==> src/rtl/tmz_params.svh <==
// Register offsets, field positions, reset values and timing counts of the timer block
`ifndef TMZ_PARAMS_SVH
`define TMZ_PARAMS_SVH
`define TMZ_ADDR_W 8
`define TMZ_OFS_ICTL_A 8'h0B
`define TMZ_OFS_ICTL_B 8'h8B
`define TMZ_OFS_PFLG 8'h0C
`define TMZ_OFS_PEN 8'h8C
`define TMZ_OFS_COUNT 8'h01
`define TMZ_OFS_OPTION 8'h81
`define TMZ_BIT_GIE 7
`define TMZ_BIT_PEIE 6
`define TMZ_BIT_TIMER_OVERFLOW_IRQ_ENABLE 5
`define TMZ_BIT_EXTE 4
`define TMZ_BIT_PCIE 3
`define TMZ_BIT_TIMER_OVERFLOW_FLAG 2
`define TMZ_BIT_EXTF 1
`define TMZ_BIT_PCF 0
`define TMZ_BIT_CMP 6
`define TMZ_BIT_CSS 5
`define TMZ_BIT_CES 4
`define TMZ_BIT_PSA 3
`define TMZ_RST_ICTL 8'h00
`define TMZ_RST_PEN 8'h00
`define TMZ_RST_PFLG 8'h00
`define TMZ_RST_COUNT 8'h00
`define TMZ_RST_OPTION 8'hFF
`define TMZ_OSC_PER_CYCLE 4
`define TMZ_WRITE_HOLD 2
`endif

==> src/rtl/tmz_pkg.sv <==
// Types shared by the timer block
package tmz_pkg;
	typedef enum logic [1:0] {
		TMZ_RUN = 2'b00, // Counting normally
		TMZ_HOLD1 = 2'b01, // First inhibited cycle
		TMZ_HOLD2 = 2'b10 // Second inhibited cycle
	} tmz_hold_t;
endpackage

==> src/rtl/tmz_sync.sv <==
// Three-stage pin synchroniser with agreement filter
`timescale 1ns/1ns
module tmz_sync #(
	parameter int W = 1 // Number of pins
) (
	input wire logic sys_clk_i, // System clock
	input wire logic rst_i, // Synchronous reset
	input wire logic [W-1:0] pin_i, // Asynchronous pins
	output logic [W-1:0] level_o // Filtered level
);
	logic [W-1:0] s1_ff; // Metastability stage
	logic [W-1:0] s2_ff; // Second stage
	logic [W-1:0] s3_ff; // Third stage
	wire [W-1:0] nxt_level; // Level to load next

	// Shift chain; first stage feeds only the second
	always_ff @(posedge sys_clk_i) begin
		if (rst_i) begin
			s1_ff <= '0;
			s2_ff <= '0;
			s3_ff <= '0;
		end else begin
			s1_ff <= pin_i;
			s2_ff <= s1_ff;
			s3_ff <= s2_ff;
		end
	end

	// Each pin keeps its level until the two late stages agree
	genvar g;
	generate
		for (g = 0; g < W; g++) begin : g_agree
			assign nxt_level[g] = (s2_ff[g] == s3_ff[g]) ? s3_ff[g] : level_o[g];
		end
	endgenerate

	// Filtered level; one process owns the whole output
	always_ff @(posedge sys_clk_i) begin
		if (rst_i) begin
			level_o <= '0;
		end else begin
			level_o <= nxt_level;
		end
	end
endmodule // tmz_sync

==> src/rtl/tmz_prescaler.sv <==
// Shared eight-bit prescaler for timer or watchdog
`timescale 1ns/1ns
module tmz_prescaler (
	input wire logic sys_clk_i, // System clock
	input wire logic rst_i, // Synchronous reset
	input wire logic tick_i, // Source event
	input wire logic clr_i, // Clear internal count
	input wire logic [2:0] rate_i, // Divide by 2 to 256
	output logic tick_o // Divided event pulse
);
	logic [7:0] cnt_ff; // Hidden count, no software path
	logic [7:0] nxt_cnt;

	always_comb begin
		nxt_cnt = cnt_ff + 8'h01;
	end

	// Count is never exposed; only the output pulse leaves
	always_ff @(posedge sys_clk_i) begin
		if (rst_i || clr_i) begin
			cnt_ff <= 8'h00;
		end else if (tick_i) begin
			cnt_ff <= nxt_cnt;
		end
	end

	// Pulse when the selected bit falls: divide by 2^(rate+1)
	always_comb begin
		tick_o = tick_i && cnt_ff[rate_i] && !nxt_cnt[rate_i];
	end
endmodule // tmz_prescaler

==> src/rtl/tmz_timer.sv <==
// Eight-bit cycle timer with interrupt control and flag registers
`timescale 1ns/1ns
`include "tmz_params.svh"
module tmz_timer (
	input wire logic sys_clk_i, // Oscillator clock, 100 MHz
	input wire logic rst_i, // Synchronous reset, high
	input wire logic [7:0] addr_i, // Register address
	input wire logic [7:0] wdata_i, // Write data
	input wire logic wr_i, // Write strobe
	input wire logic rd_i, // Read strobe
	output logic [7:0] rdata_o, // Read data, next cycle
	input wire logic sleep_i, // Core is asleep
	input wire logic return_from_irq_i, // Return-from-interrupt pulse
	input wire logic ext_count_pin_i, // External count pin
	input wire logic ext_irq_pin_i, // External interrupt pin
	input wire logic [3:0] port_hi_i, // Port pins 7:4
	input wire logic [1:0] comparator_out_i, // Comparator outputs
	input wire logic wdt_tick_i, // Watchdog source tick
	output logic wdt_tick_o, // Watchdog tick after prescaler
	output logic cycle_o, // Instruction cycle enable
	output logic irq_o // Interrupt request to core
);
	logic [7:0] ictl_ff; // interrupt_control storage
	logic pen_ff; // comparator_irq_enable
	logic pflg_ff; // comparator_irq_flag
	logic [7:0] count_ff; // timer_count
	logic [7:0] option_ff; // Mode and prescaler control
	logic [1:0] phase_ff; // Oscillator phase within a cycle
	tmz_pkg::tmz_hold_t hold_ff; // Write inhibit state
	logic [7:0] rdata_ff; // Registered read data
	logic cpin_d_ff; // Previous synced count pin
	logic epin_d_ff; // Previous synced irq pin
	logic [3:0] port_d_ff; // Previous synced port pins
	logic [1:0] cmp_d_ff; // Previous synced comparator
	logic [7:0] sync_lvl; // Synchronised levels
	logic cpin_edge; // Selected count edge
	logic src_tick; // Raw count source
	logic pre_tick; // Prescaler output
	logic count_tick; // Final increment enable
	logic ovf; // Rollover this cycle
	logic ext_evt; // External interrupt edge
	logic port_evt; // Port change
	logic cmp_evt; // Comparator change
	logic wr_ictl; // Write to control register
	logic [7:0] nxt_ictl;

	// Address decode used by both write and read paths
	function automatic logic is_ictl(input logic [7:0] a);
		return a == `TMZ_OFS_ICTL_A || a == `TMZ_OFS_ICTL_B;
	endfunction

	// Pins cross in through three stages each
	tmz_sync #(.W(8)) u_sync (
		.sys_clk_i(sys_clk_i),
		.rst_i(rst_i),
		.pin_i({comparator_out_i, port_hi_i, ext_irq_pin_i, ext_count_pin_i}),
		.level_o(sync_lvl)
	);

	// Edge memory of synchronised pins
	always_ff @(posedge sys_clk_i) begin
		if (rst_i) begin
			cpin_d_ff <= 1'b0;
			epin_d_ff <= 1'b0;
			port_d_ff <= 4'h0;
			cmp_d_ff <= 2'h0;
		end else begin
			// Keep the last level of every synchronised pin
			cpin_d_ff <= sync_lvl[0];
			epin_d_ff <= sync_lvl[1];
			port_d_ff <= sync_lvl[5:2];
			cmp_d_ff <= sync_lvl[7:6];
		end
	end

	// Rising edge on the interrupt pin; polarity control lives outside
	assign ext_evt = sync_lvl[1] && !epin_d_ff;
	assign port_evt = sync_lvl[5:2] != port_d_ff;
	assign cmp_evt = sync_lvl[7:6] != cmp_d_ff;
	// Zero selects rising, one selects falling
	assign cpin_edge = option_ff[`TMZ_BIT_CES] ? (cpin_d_ff && !sync_lvl[0]) : (!cpin_d_ff && sync_lvl[0]);

	// Four oscillator periods make one instruction cycle
	always_ff @(posedge sys_clk_i) begin
		if (rst_i) begin
			phase_ff <= 2'h0;
		end else begin
			// Free running; register writes never shift the phase
			phase_ff <= phase_ff + 2'h1;
		end
	end
	assign cycle_o = phase_ff == 2'(`TMZ_OSC_PER_CYCLE - 1);
	// Pulse spacing is what every tick count downstream relies on
	a_cycle_period: assert property (@(posedge sys_clk_i) disable iff (rst_i)
		cycle_o |=> !cycle_o [*3] ##1 cycle_o) else $error("cycle pulse spacing wrong");

	// Source mux; sleep freezes the whole timer path
	assign src_tick = sleep_i ? 1'b0 : (option_ff[`TMZ_BIT_CSS] ? cpin_edge : cycle_o);
	// Frozen source means no overflow either, so sleep is never left by it
	a_sleep_no_ovf: assert property (@(posedge sys_clk_i) disable iff (rst_i)
		sleep_i |-> !ovf) else $error("overflow during sleep");

	// Single prescaler; its input follows the assignment bit
	tmz_prescaler u_pre (
		.sys_clk_i(sys_clk_i),
		.rst_i(rst_i),
		.tick_i(option_ff[`TMZ_BIT_PSA] ? wdt_tick_i : src_tick),
		// Writing the count also clears the hidden prescaler count, but only while the prescaler serves the timer
		.clr_i(wr_i && addr_i == `TMZ_OFS_COUNT && !option_ff[`TMZ_BIT_PSA]),
		.rate_i(option_ff[2:0]),
		.tick_o(pre_tick)
	);
	assign wdt_tick_o = option_ff[`TMZ_BIT_PSA] ? pre_tick : wdt_tick_i;
	assign count_tick = (option_ff[`TMZ_BIT_PSA] ? src_tick : pre_tick) && hold_ff == tmz_pkg::TMZ_RUN;
	assign ovf = count_tick && count_ff == 8'hFF;
	// With the prescaler on the timer the watchdog runs undivided
	a_wdt_bypass: assert property (@(posedge sys_clk_i) disable iff (rst_i)
		!option_ff[`TMZ_BIT_PSA] |-> wdt_tick_o == wdt_tick_i) else $error("watchdog tick not passed");
	// A watchdog pulse only ever comes from a watchdog source tick
	a_wdt_only: assert property (@(posedge sys_clk_i) disable iff (rst_i)
		(option_ff[`TMZ_BIT_PSA] && !wdt_tick_i) |-> !wdt_tick_o) else $error("stray watchdog tick");
	// Counter mode never counts without a selected pin edge
	a_pin_only: assert property (@(posedge sys_clk_i) disable iff (rst_i)
		(option_ff[`TMZ_BIT_CSS] && !cpin_edge) |-> !count_tick) else $error("count without pin edge");

	// Inhibit state advances on instruction cycles after a write
	always_ff @(posedge sys_clk_i) begin
		if (rst_i) begin
			hold_ff <= tmz_pkg::TMZ_RUN;
		end else if (wr_i && addr_i == `TMZ_OFS_COUNT) begin
			// A fresh write restarts the inhibit
			hold_ff <= tmz_pkg::TMZ_HOLD1;
		end else if (cycle_o) begin
			// One step per instruction cycle; counting resumes after the second
			case (hold_ff)
				tmz_pkg::TMZ_HOLD1: hold_ff <= tmz_pkg::TMZ_HOLD2;
				tmz_pkg::TMZ_HOLD2: hold_ff <= tmz_pkg::TMZ_RUN;
				default: hold_ff <= tmz_pkg::TMZ_RUN;
			endcase
		end
	end

	// Inhibit walks both steps in order, never skipping one
	a_hold_step: assert property (@(posedge sys_clk_i) disable iff (rst_i)
		(hold_ff == tmz_pkg::TMZ_HOLD1 && cycle_o && !wr_i) |=> hold_ff == tmz_pkg::TMZ_HOLD2)
		else $error("inhibit skipped a step");
	a_hold_resume: assert property (@(posedge sys_clk_i) disable iff (rst_i)
		(hold_ff == tmz_pkg::TMZ_HOLD2 && cycle_o && !wr_i) |=> hold_ff == tmz_pkg::TMZ_RUN)
		else $error("inhibit did not end");

	// Timer count: write loads, tick increments
	always_ff @(posedge sys_clk_i) begin
		if (rst_i) begin
			count_ff <= `TMZ_RST_COUNT;
		end else if (wr_i && addr_i == `TMZ_OFS_COUNT) begin
			// Write beats a tick in the same cycle; that tick is lost
			count_ff <= wdata_i;
		end else if (count_tick) begin
			count_ff <= count_ff + 8'h01;
		end
	end

	// Write data land as written
	a_count_load: assert property (@(posedge sys_clk_i) disable iff (rst_i)
		(wr_i && addr_i == `TMZ_OFS_COUNT) |=> count_ff == $past(wdata_i)) else $error("count write lost");
	// Rollover lands on zero
	a_ovf_wraps: assert property (@(posedge sys_clk_i) disable iff (rst_i)
		(ovf && !wr_i) |=> count_ff == 8'h00) else $error("rollover not zero");
	// With the prescaler on the watchdog, a selected pin edge moves the count by one
	a_edge_counts: assert property (@(posedge sys_clk_i) disable iff (rst_i)
		(option_ff[`TMZ_BIT_CSS] && option_ff[`TMZ_BIT_PSA] && cpin_edge && !sleep_i
		&& hold_ff == tmz_pkg::TMZ_RUN && !wr_i) |=> count_ff == $past(count_ff) + 8'h01)
		else $error("pin edge missed");

	// Option register steering the mode
	always_ff @(posedge sys_clk_i) begin
		if (rst_i) begin
			// Reset value hands the prescaler to the watchdog
			option_ff <= `TMZ_RST_OPTION;
		end else if (wr_i && addr_i == `TMZ_OFS_OPTION) begin
			option_ff <= wdata_i;
		end
	end

	// Control register; hardware sets win over software clears
	assign wr_ictl = wr_i && is_ictl(addr_i);
	always_comb begin
		// Software value first; hardware events then override it
		nxt_ictl = wr_ictl ? wdata_i : ictl_ff;
		if (return_from_irq_i) begin
			nxt_ictl[`TMZ_BIT_GIE] = 1'b1;
		end
		if (ovf) begin
			nxt_ictl[`TMZ_BIT_TIMER_OVERFLOW_FLAG] = 1'b1;
		end
		if (ext_evt) begin
			nxt_ictl[`TMZ_BIT_EXTF] = 1'b1;
		end
		if (port_evt) begin
			nxt_ictl[`TMZ_BIT_PCF] = 1'b1;
		end
	end
	always_ff @(posedge sys_clk_i) begin
		if (rst_i) begin
			ictl_ff <= `TMZ_RST_ICTL;
		end else begin
			// Single owner of the control storage behind both aliases
			ictl_ff <= nxt_ictl;
		end
	end

	// Every event reaches its flag, whatever the enables or a clearing write say
	a_ext_flag_set: assert property (@(posedge sys_clk_i) disable iff (rst_i)
		ext_evt |=> ictl_ff[`TMZ_BIT_EXTF]) else $error("pin flag not set");
	a_port_flag_set: assert property (@(posedge sys_clk_i) disable iff (rst_i)
		port_evt |=> ictl_ff[`TMZ_BIT_PCF]) else $error("port flag not set");
	// Flags only fall by a software write
	a_ext_sticky: assert property (@(posedge sys_clk_i) disable iff (rst_i)
		(ictl_ff[`TMZ_BIT_EXTF] && !wr_ictl) |=> ictl_ff[`TMZ_BIT_EXTF]) else $error("pin flag dropped");
	a_port_sticky: assert property (@(posedge sys_clk_i) disable iff (rst_i)
		(ictl_ff[`TMZ_BIT_PCF] && !wr_ictl) |=> ictl_ff[`TMZ_BIT_PCF]) else $error("port flag dropped");

	// Comparator enable and flag, single bit each
	always_ff @(posedge sys_clk_i) begin
		if (rst_i) begin
			pen_ff <= 1'b0;
			pflg_ff <= 1'b0;
		end else begin
			// Only bit six is stored; the rest read zero
			if (wr_i && addr_i == `TMZ_OFS_PEN) begin
				pen_ff <= wdata_i[`TMZ_BIT_CMP];
			end
			// A change beats a clearing write in the same cycle
			if (cmp_evt) begin
				pflg_ff <= 1'b1;
			end else if (wr_i && addr_i == `TMZ_OFS_PFLG) begin
				pflg_ff <= wdata_i[`TMZ_BIT_CMP];
			end
		end
	end

	// Comparator flag sets on any output change and holds until written
	a_cmp_flag_set: assert property (@(posedge sys_clk_i) disable iff (rst_i)
		cmp_evt |=> pflg_ff) else $error("comparator flag not set");
	a_cmp_sticky: assert property (@(posedge sys_clk_i) disable iff (rst_i)
		(pflg_ff && !(wr_i && addr_i == `TMZ_OFS_PFLG)) |=> pflg_ff)
		else $error("comparator flag dropped");

	// Request combines flag, enable, group and global enable
	always_comb begin
		irq_o = ictl_ff[`TMZ_BIT_GIE] && (
			(ictl_ff[`TMZ_BIT_TIMER_OVERFLOW_IRQ_ENABLE] && ictl_ff[`TMZ_BIT_TIMER_OVERFLOW_FLAG]) ||
			(ictl_ff[`TMZ_BIT_EXTE] && ictl_ff[`TMZ_BIT_EXTF]) ||
			(ictl_ff[`TMZ_BIT_PCIE] && ictl_ff[`TMZ_BIT_PCF]) ||
			// Peripheral group needs its own group enable as well
			(ictl_ff[`TMZ_BIT_PEIE] && pen_ff && pflg_ff));
	end

	// No source enabled means no request, whatever the flags
	a_src_masked: assert property (@(posedge sys_clk_i) disable iff (rst_i)
		!(ictl_ff[`TMZ_BIT_TIMER_OVERFLOW_IRQ_ENABLE] || ictl_ff[`TMZ_BIT_EXTE] || ictl_ff[`TMZ_BIT_PCIE] || ictl_ff[`TMZ_BIT_PEIE])
		|-> !irq_o) else $error("request with all sources masked");
	// A write through the high alias lands in the one storage
	a_alias_write: assert property (@(posedge sys_clk_i) disable iff (rst_i)
		(wr_i && addr_i == `TMZ_OFS_ICTL_B && !return_from_irq_i && !ovf && !ext_evt && !port_evt)
		|=> ictl_ff == $past(wdata_i)) else $error("alias write lost");

	// Read mux; unmapped addresses return zero
	always_ff @(posedge sys_clk_i) begin
		if (rst_i) begin
			rdata_ff <= 8'h00;
		end else if (rd_i) begin
			// Both control aliases decode to one storage
			if (is_ictl(addr_i)) begin
				rdata_ff <= ictl_ff;
			end else if (addr_i == `TMZ_OFS_COUNT) begin
				rdata_ff <= count_ff;
			end else if (addr_i == `TMZ_OFS_OPTION) begin
				rdata_ff <= option_ff;
			end else if (addr_i == `TMZ_OFS_PEN) begin
				rdata_ff <= {1'b0, pen_ff, 6'h00};
			end else if (addr_i == `TMZ_OFS_PFLG) begin
				rdata_ff <= {1'b0, pflg_ff, 6'h00};
			end else begin
				rdata_ff <= 8'h00;
			end
		end else begin
			rdata_ff <= 8'h00;
		end
	end
	assign rdata_o = rdata_ff;

	// Enable register read shows only bit six
	a_pen_read: assert property (@(posedge sys_clk_i) disable iff (rst_i)
		(rd_i && addr_i == `TMZ_OFS_PEN) |=> (rdata_o & 8'hBF) == 8'h00)
		else $error("reserved enable bits set");

	// Overflow must raise the flag on the next edge
	a_ovf_sets_flag: assert property (@(posedge sys_clk_i) disable iff (rst_i)
		ovf |=> ictl_ff[`TMZ_BIT_TIMER_OVERFLOW_FLAG]) else $error("overflow did not set flag");
	// No increment in the cycles after a count write
	a_write_inhibit: assert property (@(posedge sys_clk_i) disable iff (rst_i)
		(wr_i && addr_i == `TMZ_OFS_COUNT) |=> !count_tick [*4]) else $error("count moved after write");
	// Sleep freezes the count
	a_sleep_freeze: assert property (@(posedge sys_clk_i) disable iff (rst_i)
		(sleep_i && !wr_i && $past(sleep_i)) |=> $stable(count_ff)) else $error("timer ran in sleep");
	// No global enable means no request from any source
	a_mask_ovf: assert property (@(posedge sys_clk_i) disable iff (rst_i)
		!ictl_ff[`TMZ_BIT_GIE] |-> !irq_o) else $error("request without global enable");
	// Return from interrupt sets global enable
	a_reti_gie: assert property (@(posedge sys_clk_i) disable iff (rst_i)
		return_from_irq_i |=> ictl_ff[`TMZ_BIT_GIE]) else $error("global enable not set");
	// Read of the peripheral flag register shows only bit six
	a_pflg_read: assert property (@(posedge sys_clk_i) disable iff (rst_i)
		(rd_i && addr_i == `TMZ_OFS_PFLG) |=> (rdata_o & 8'hBF) == 8'h00) else $error("reserved bits set");
	// Both aliases read the same storage
	a_alias_read: assert property (@(posedge sys_clk_i) disable iff (rst_i)
		(rd_i && addr_i == `TMZ_OFS_ICTL_B) |=> rdata_o == $past(ictl_ff)) else $error("alias mismatch");
	// Timer mode without prescaler counts once per cycle
	a_timer_mode: assert property (@(posedge sys_clk_i) disable iff (rst_i)
		(cycle_o && !sleep_i && !option_ff[`TMZ_BIT_CSS] && option_ff[`TMZ_BIT_PSA]
		&& hold_ff == tmz_pkg::TMZ_RUN && !wr_i) |=> count_ff == $past(count_ff) + 8'h01)
		else $error("timer tick missed");
endmodule // tmz_timer

==> config.mk <==
export PLATFORM = sky130hd
export DESIGN_NAME = tmz_timer
export DESIGN_NICKNAME = d
export VERILOG_FILES = /design/src/rtl/tmz_pkg.sv /design/src/rtl/tmz_sync.sv /design/src/rtl/tmz_prescaler.sv /design/src/rtl/tmz_timer.sv
export VERILOG_INCLUDE_DIRS = /design/src /design/src/rtl
export SDC_FILE = /design/constraint.sdc
export NUM_CORES = 1
export LEC_CHECK = 0
export BUFFER_PORTS_ARGS = -buffer_cell sky130_fd_sc_hd__buf_2
export CAP_MARGIN = 5
export CORE_MARGIN = 5
export CORE_UTILIZATION = 45
export CTS_CLUSTER_DIAMETER = 100
export CTS_CLUSTER_SIZE = 10
export DETAILED_ROUTE_END_ITERATION = 8
export GPL_TIMING_DRIVEN = 0
export PLACE_DENSITY_LB_ADDON = 0.1
export SLEW_MARGIN = 0
export SYNTH_ARGS = -nofsm -noshare
export SYNTH_HDL_FRONTEND = slang
export SYNTH_SLANG_ARGS = --single-unit
==> constraint.sdc <==
create_clock -name sys_clk_i -period 2.4 [get_ports sys_clk_i]
set_input_delay 0.48 -clock sys_clk_i [delete_from_list [all_inputs] [get_ports sys_clk_i]]
set_output_delay 0.48 -clock sys_clk_i [all_outputs]
set_load 0.005 [all_outputs]
==> flow_metrics.tcl, run 1 <==
set metrics [dict create \
    status "finished with violations" \
    violations "negative setup slack" \
    crit_chain "ha_4 > and3_4 > nand3b_1 > a41oi_2 > o41a_2 > o21a_1 > buf_2" \
    drv_cap 0 \
    top_usage_layer "met2" \
    rsz0062_at_grt "true" \
    synth-seq-cells 86 \
    synthFlopType "dfxtp_1" \
    vias 2767 \
    cp.required_ns 1.92 \
    io-pin-count 42 \
    yosys_warnings 0 \
    clockBufferDepth 2 \
    critPathLaunchType "flop" \
    clockPowerShare_pct 38.4 \
    use_met3_pct 3.73 \
    worst_slack_ns -0.160 \
    drive_above_1_share_pct 19.9 \
    drc 0 \
    root_buffer "clkbuf_8" \
    tightest_slew_ns 0.611 \
    drt_pass1_iterations 4 \
    cp_max_fo 4 \
    dpl.hpwl_um 5430 \
    rows 31 \
    h-tree-depth 3 \
    antenna_found_initial 0 \
    fin_cells 537 \
    critPathKind "flop to primary output" \
    clk_pin_slew_ns 0.10 \
    fin_crit_ns 2.56 \
    dpl.cell_count 515 \
    wl_um 7680 \
    antenna_cells 0 \
    die-area_um2 9470 \
    hold_class "input pin to flop" \
    intPower_uw 1920 \
    core_um2 7330 \
    ys_seq_area_share_pct 50.2 \
    maxSlewHeadroom_pct 59.0 \
    synth_edf_count 0 \
    cts_tree "yes" \
    grt_max_degree 19 \
    holdWs_ns 0.322 \
    switchingPower_uw 664 \
    comb_power_share_pct 4.8 \
    setup_violations 9 \
    fmax_ghz 0.391 \
    via_per_inst 5.15 \
    switching_share_pct 25.7 \
    syn_area_um2 3430 \
    die_w_um 97.3 \
    syn_to_final_growth_pct 19.0 \
    num-nets-final 467 \
    leakagePower_uw 0.00159 \
    cts_buffers 9 \
    cpPeakStageDelay_ns 0.51 \
    clkSinkCount 86 \
    grt_pass1_vias 2641 \
    finalHoldViolations 0 \
    worstSetupEndpointType "primary output" \
    grt_use_met2_pct 27.7 \
    seqPwrFrac_pct 56.8 \
    initial_core_util_pct 46.8 \
    syn_nets 410 \
    ir_worst_vdd_mv 0.557 \
    grt_pass1_wl_um 12700 \
    die_h_um 97.3 \
    ant_nets 0 \
    cp.arrival_ns 2.08 \
    postSynthCellCount 376 \
    dp_worst_setup_slack_ns -0.238 \
    p_per_area_nw_per_um2 633 \
    grt-ovfl-total 0 \
    port_buffers 40 \
    track_usage_pct 16.4 \
    ys_types 49 \
    skew_ns 0.00795 \
    drv_slew 0 \
    hold_buffers 0 \
    min_period_over_period_pct 107 \
    synthArstFlopShare_pct 0 \
    critPathSlowestCell "o41a_2" \
    insertion_delay_ns 0.36 \
    first_iter_violations 88 \
    wl_per_cell_um 14.3 \
    synth_area_per_cell_um2 9.13 \
    nFillCells 684 \
    gp_congestion 0.853 \
    met1_usage_pct 20.5 \
]
[cell families after synthesis]
logic type / after synthesis / synth area share [%]
fa+ha+maj: 3 / 1.09
mux: 9 / 3.43
flops: 86 / 50.2
buf+inv: 26 / 3.10
simple gates: 165 / 24.3
compound gates: 73 / 14.4
xor+xnor: 14 / 3.57
[state kept, by name, summed over array words and instances (netlist names), 2 cells and up]
signal          cells
port_d_ff           4
u_sync.level_o      8
u_pre.cnt_ff        8
count_ff            8
phase_ff            2
rdata_o             8
cmp_d_ff            2
hold_ff             2
u_sync.s2_ff        8
ictl_ff             8
u_sync.s1_ff        8
u_sync.s3_ff        8
option_ff           8
[power groups by stage]
stage	Combinational, uW	Clock [uW]	Sequential, uW
floorplan	59.1	0	1500
global placement	110	0	1500
detailed placement	111	0	1500
CTS	124	1020	1470
global route	138	1090	1470
finish	124	992	1470
[metrics by stage]
stage          area (um^2)  util, %  total power [uW]  setup TNS [ns]
2_1_floorplan         3430        -              1560               0
3_3_place_gp          3760     51.2              1610           -3.04
3_5_place_dp          3760     51.2              1610           -3.60
4_1_cts               4070     55.5              2610          -0.626
5_1_grt               4080     55.7              2700           -1.95
6_report              4080     55.7              2580          -0.628
[metal layers]
| metal | vias up | share of wire, % |
|---|---|---|
| met5 | - | 0 |
| met2 | 52 | 49 |
| met3 | 12 | 4.3 |
| met1 | 1278 | 46 |
| li1 | 1425 | - |
| met4 | 0 | 1.4 |
[path summary, 6_finish.rpt]
kind,from,to,slack [ns],depth (start not counted)
worst max register to register,u_pre.cnt_ff[1],count_ff[2],-0.09,10
worst min register to register,phase_ff[0],phase_ff[0],0.43,1
worst min-delay path,port_hi_i[2],u_sync.s1_ff[4],0.32,2
worst max-delay path,u_pre.cnt_ff[1],wdt_tick_o,-0.16,7
[area by class of cell]
type	count	area [um^2]	share of cell area, %
Sequential cell	86	1730	42.4
Multi-Input combinational cell	264	1650	40.5
Timing Repair Buffer	49	280	6.86
Clock buffer	9	124	3.03
Tap cell	99	124	3.03
Clock inverter	7	72.6	1.78
Buffer	14	63.8	1.56
Inverter	9	33.8	0.827
[layout by cell type, fill, tap and decap left out, types with 8 or more instances in the layout]
cell type / Yosys / routed
buf_2: 1 / 40
o21ai_0: 11 / 10
a21oi_1: 24 / 23
nand2_1: 60 / 60
xor2_1: 11 / 11
nor2b_1: 35 / 35
clkbuf_8: 0 / 9
nor2_1: 21 / 21
buf_4: 0 / 9
inv_1: 8 / 8
clkbuf_1: 12 / 10
nand3_1: 13 / 12
dfxtp_1: 86 / 82
[cell usage after synthesis (7+ instances only)]
master	n	share of area (%)
nor2_1	21	2.3
a21oi_1	24	3.5
clkbuf_1	12	1.3
xor2_1	11	2.8
dfxtp_1	86	50
nor2b_1	35	6.4
nand3_1	13	1.9
nand2_1	60	6.6
inv_1	8	0.87
a22oi_1	7	1.5
o21ai_0	11	1.6
[critical path, delay by kind of cell (launching register included)]
family,cells,cell delay [ns]
flops,1,0.37
compound gates,3,0.80
fa+ha+maj,1,0.17
simple gates,2,0.28
buf+inv,1,0.12
[repair_timing]
item	in CTS	in global routing
hold endpoints to repair	0	0
setup buffers	9	0
endpoints found under the setup margin	10	10
resized for setup	15	4
pin swaps	13	4
(Power assumes the default switching activity.)
==> inputs of run 2 (changes only) <==
- CORE_UTILIZATION: 45 -> 51
==> run 2 against run 1 <==
  * The flow still finishes with violations (negative setup slack)
  * Clock power down 5.8%
  * Final cell count down 3.7%
  * Clock skew down 0.0013 ns
  * Die area down 11%
  * Non-clock buffer count up 2
  * Routed wire length up 1.2%
  * Largest cell class unchanged
==> flow_metrics.tcl, run 2 (synthesis results as in run 1) <==
set metrics [dict create \
    fin_cells 517 \
    drv_slew 0 \
    cp.arrival_ns 2.13 \
    grt_max_degree 17 \
    crit_chain "ha_4 > and3_4 > nand3b_1 > a41oi_2 > o41a_2 > o21a_1 > buf_2" \
    clkSinkCount 86 \
    maxSlewHeadroom_pct 53.4 \
    cts_tree "yes" \
    io-pin-count 42 \
    skew_ns 0.00667 \
    reg2reg_from "u_pre.cnt_ff[0]" \
    cpPeakStageDelay_ns 0.55 \
    via_per_inst 5.51 \
    cp.required_ns 1.92 \
    min_period_over_period_pct 109 \
    dpl.cell_count 493 \
    worst_slack_ns -0.213 \
    p_per_area_nw_per_um2 623 \
    critPathLaunchType "flop" \
    cp_max_fo 4 \
    holdWs_ns 0.329 \
    violations "negative setup slack" \
    dpl.hpwl_um 5430 \
    ant_nets 0 \
    die-area_um2 8470 \
    rsz0062_at_grt "true" \
    critPathSlowestCell "o41a_2" \
    drive_above_1_share_pct 20.9 \
    wl_um 7770 \
    critPathKind "flop to primary output" \
    die_w_um 92.0 \
    setup_violations 9 \
    status "finished with violations" \
    nFillCells 567 \
    startpoint "u_pre.cnt_ff[0]" \
    tightest_slew_ns 0.695 \
    grt-ovfl-total 0 \
    postPlaceCellArea_um2 3730 \
    grt_pass1_wl_um 12900 \
    wl_per_cell_um 15.0 \
    track_usage_pct 19.1 \
    first_iter_violations 184 \
    syn_to_final_growth_pct 18.6 \
    cts_buffers 9 \
    clockBufferDepth 2 \
    h-tree-depth 3 \
    drt_pass1_iterations 4 \
    antenna_found_initial 0 \
    drv_cap 0 \
    antenna_cells 0 \
    mostFrequentLayoutCells "dfxtp_1, nand2_1, buf_2, nor2b_1, a21oi_1" \
    finalHoldViolations 0 \
    fmax_ghz 0.383 \
    rows 29 \
    ir_worst_vdd_mv 0.440 \
    gp_congestion 0.820 \
    num-nets-final 469 \
    hp-start "port_hi_i[0]" \
    worstSetupEndpointType "primary output" \
    root_buffer "clkbuf_8" \
    insertion_delay_ns 0.35 \
    hold_class "input pin to flop" \
    grt_pass1_vias 2683 \
    vias 2849 \
    drc 0 \
    layout_commonest_cell "dfxtp_1" \
    clk_pin_slew_ns 0.09 \
    core_um2 6460 \
    port_buffers 40 \
    multi_input_area_um2 1670 \
    die_h_um 92.0 \
    finalInstanceArea_um2 4070 \
    leakagePower_uw 0.00159 \
    register_area_um2 1730 \
    fin_crit_ns 2.61 \
    initial_core_util_pct 53.1 \
]
-- run 2: cell types whose count changed in the layout (fill, tap and decap cells not counted), sizes merged --
cell and delta:
buf +2, clkinv +2, clkinvlp +1, inv -3
-- run 2: stage by stage --
| step | power, uW | setup TNS [ns] | utilization (%) | worst slack (ns) |
|---|---|---|---|---|
| global placement | 1610 | -3.23 | 57.7 | -0.187 |
| CTS | 2540 | -0.862 | 61.6 | -0.192 |
| floorplan | 1560 | 0 | - | 0.0399 |
| finish | 2540 | -0.966 | 63.0 | -0.213 |
| global route | 2640 | -1.94 | 63.0 | -0.304 |
| detailed placement | 1610 | -4.60 | 57.7 | -0.304 |
-- run 2: final timing paths --
kind         slack, ns         endpoint  cells after the start
max              -0.21       wdt_tick_o                      7
min               0.33  u_sync.s1_ff[2]                      2
min reg2reg       0.42      phase_ff[0]                      1
max reg2reg      -0.12      count_ff[3]                      9
-- run 2: report_power, final --
part	internal (uW)	leakage (uW)	switching [uW]
combinational	64.1	0.000801	70.7
clock	388	0.0000877	546
sequential	1450	0.000701	15.0
total	1900	0.00159	631
-- run 2: worst max-delay path, delay by kind of cell, from the launching register on --
family / cells / cell delay, ns
AOI/OAI and AO/OA: 3 / 0.84
and+or+nand+nor: 2 / 0.28
adders and majority gates: 1 / 0.17
buffers and inverters: 1 / 0.12
DFF: 1 / 0.37
-- run 2: what timing repair did --
action | CTS | global route
setup buffers | 6 | 4
resized for setup | 10 | 16
gates cloned | 1 | 0
pin swaps | 4 | 6
hold buffers | 0 | 0
endpoints found under the setup margin | 10 | 21
-- run 2: final cells by class --
class	count	area share, %
timing repair buffer	51	7.22
buffer	14	1.57
clock inverter	7	1.41
multi-input combinational	264	41.0
tap	77	2.37
sequential	86	42.5
inverter	9	0.830
clock buffer	9	3.04
-- run 2: per-layer routing --
layer | GRT usage (%) | vias to the layer above | wire length (um)
met3 | 3.52 | 13 | 332
met4 | 7.18 | 0 | 144
met1 | 27.0 | 1346 | 3750
li1 | - | 1427 | -
met2 | 29.0 | 63 | 3540
met5 | 0 | - | 0
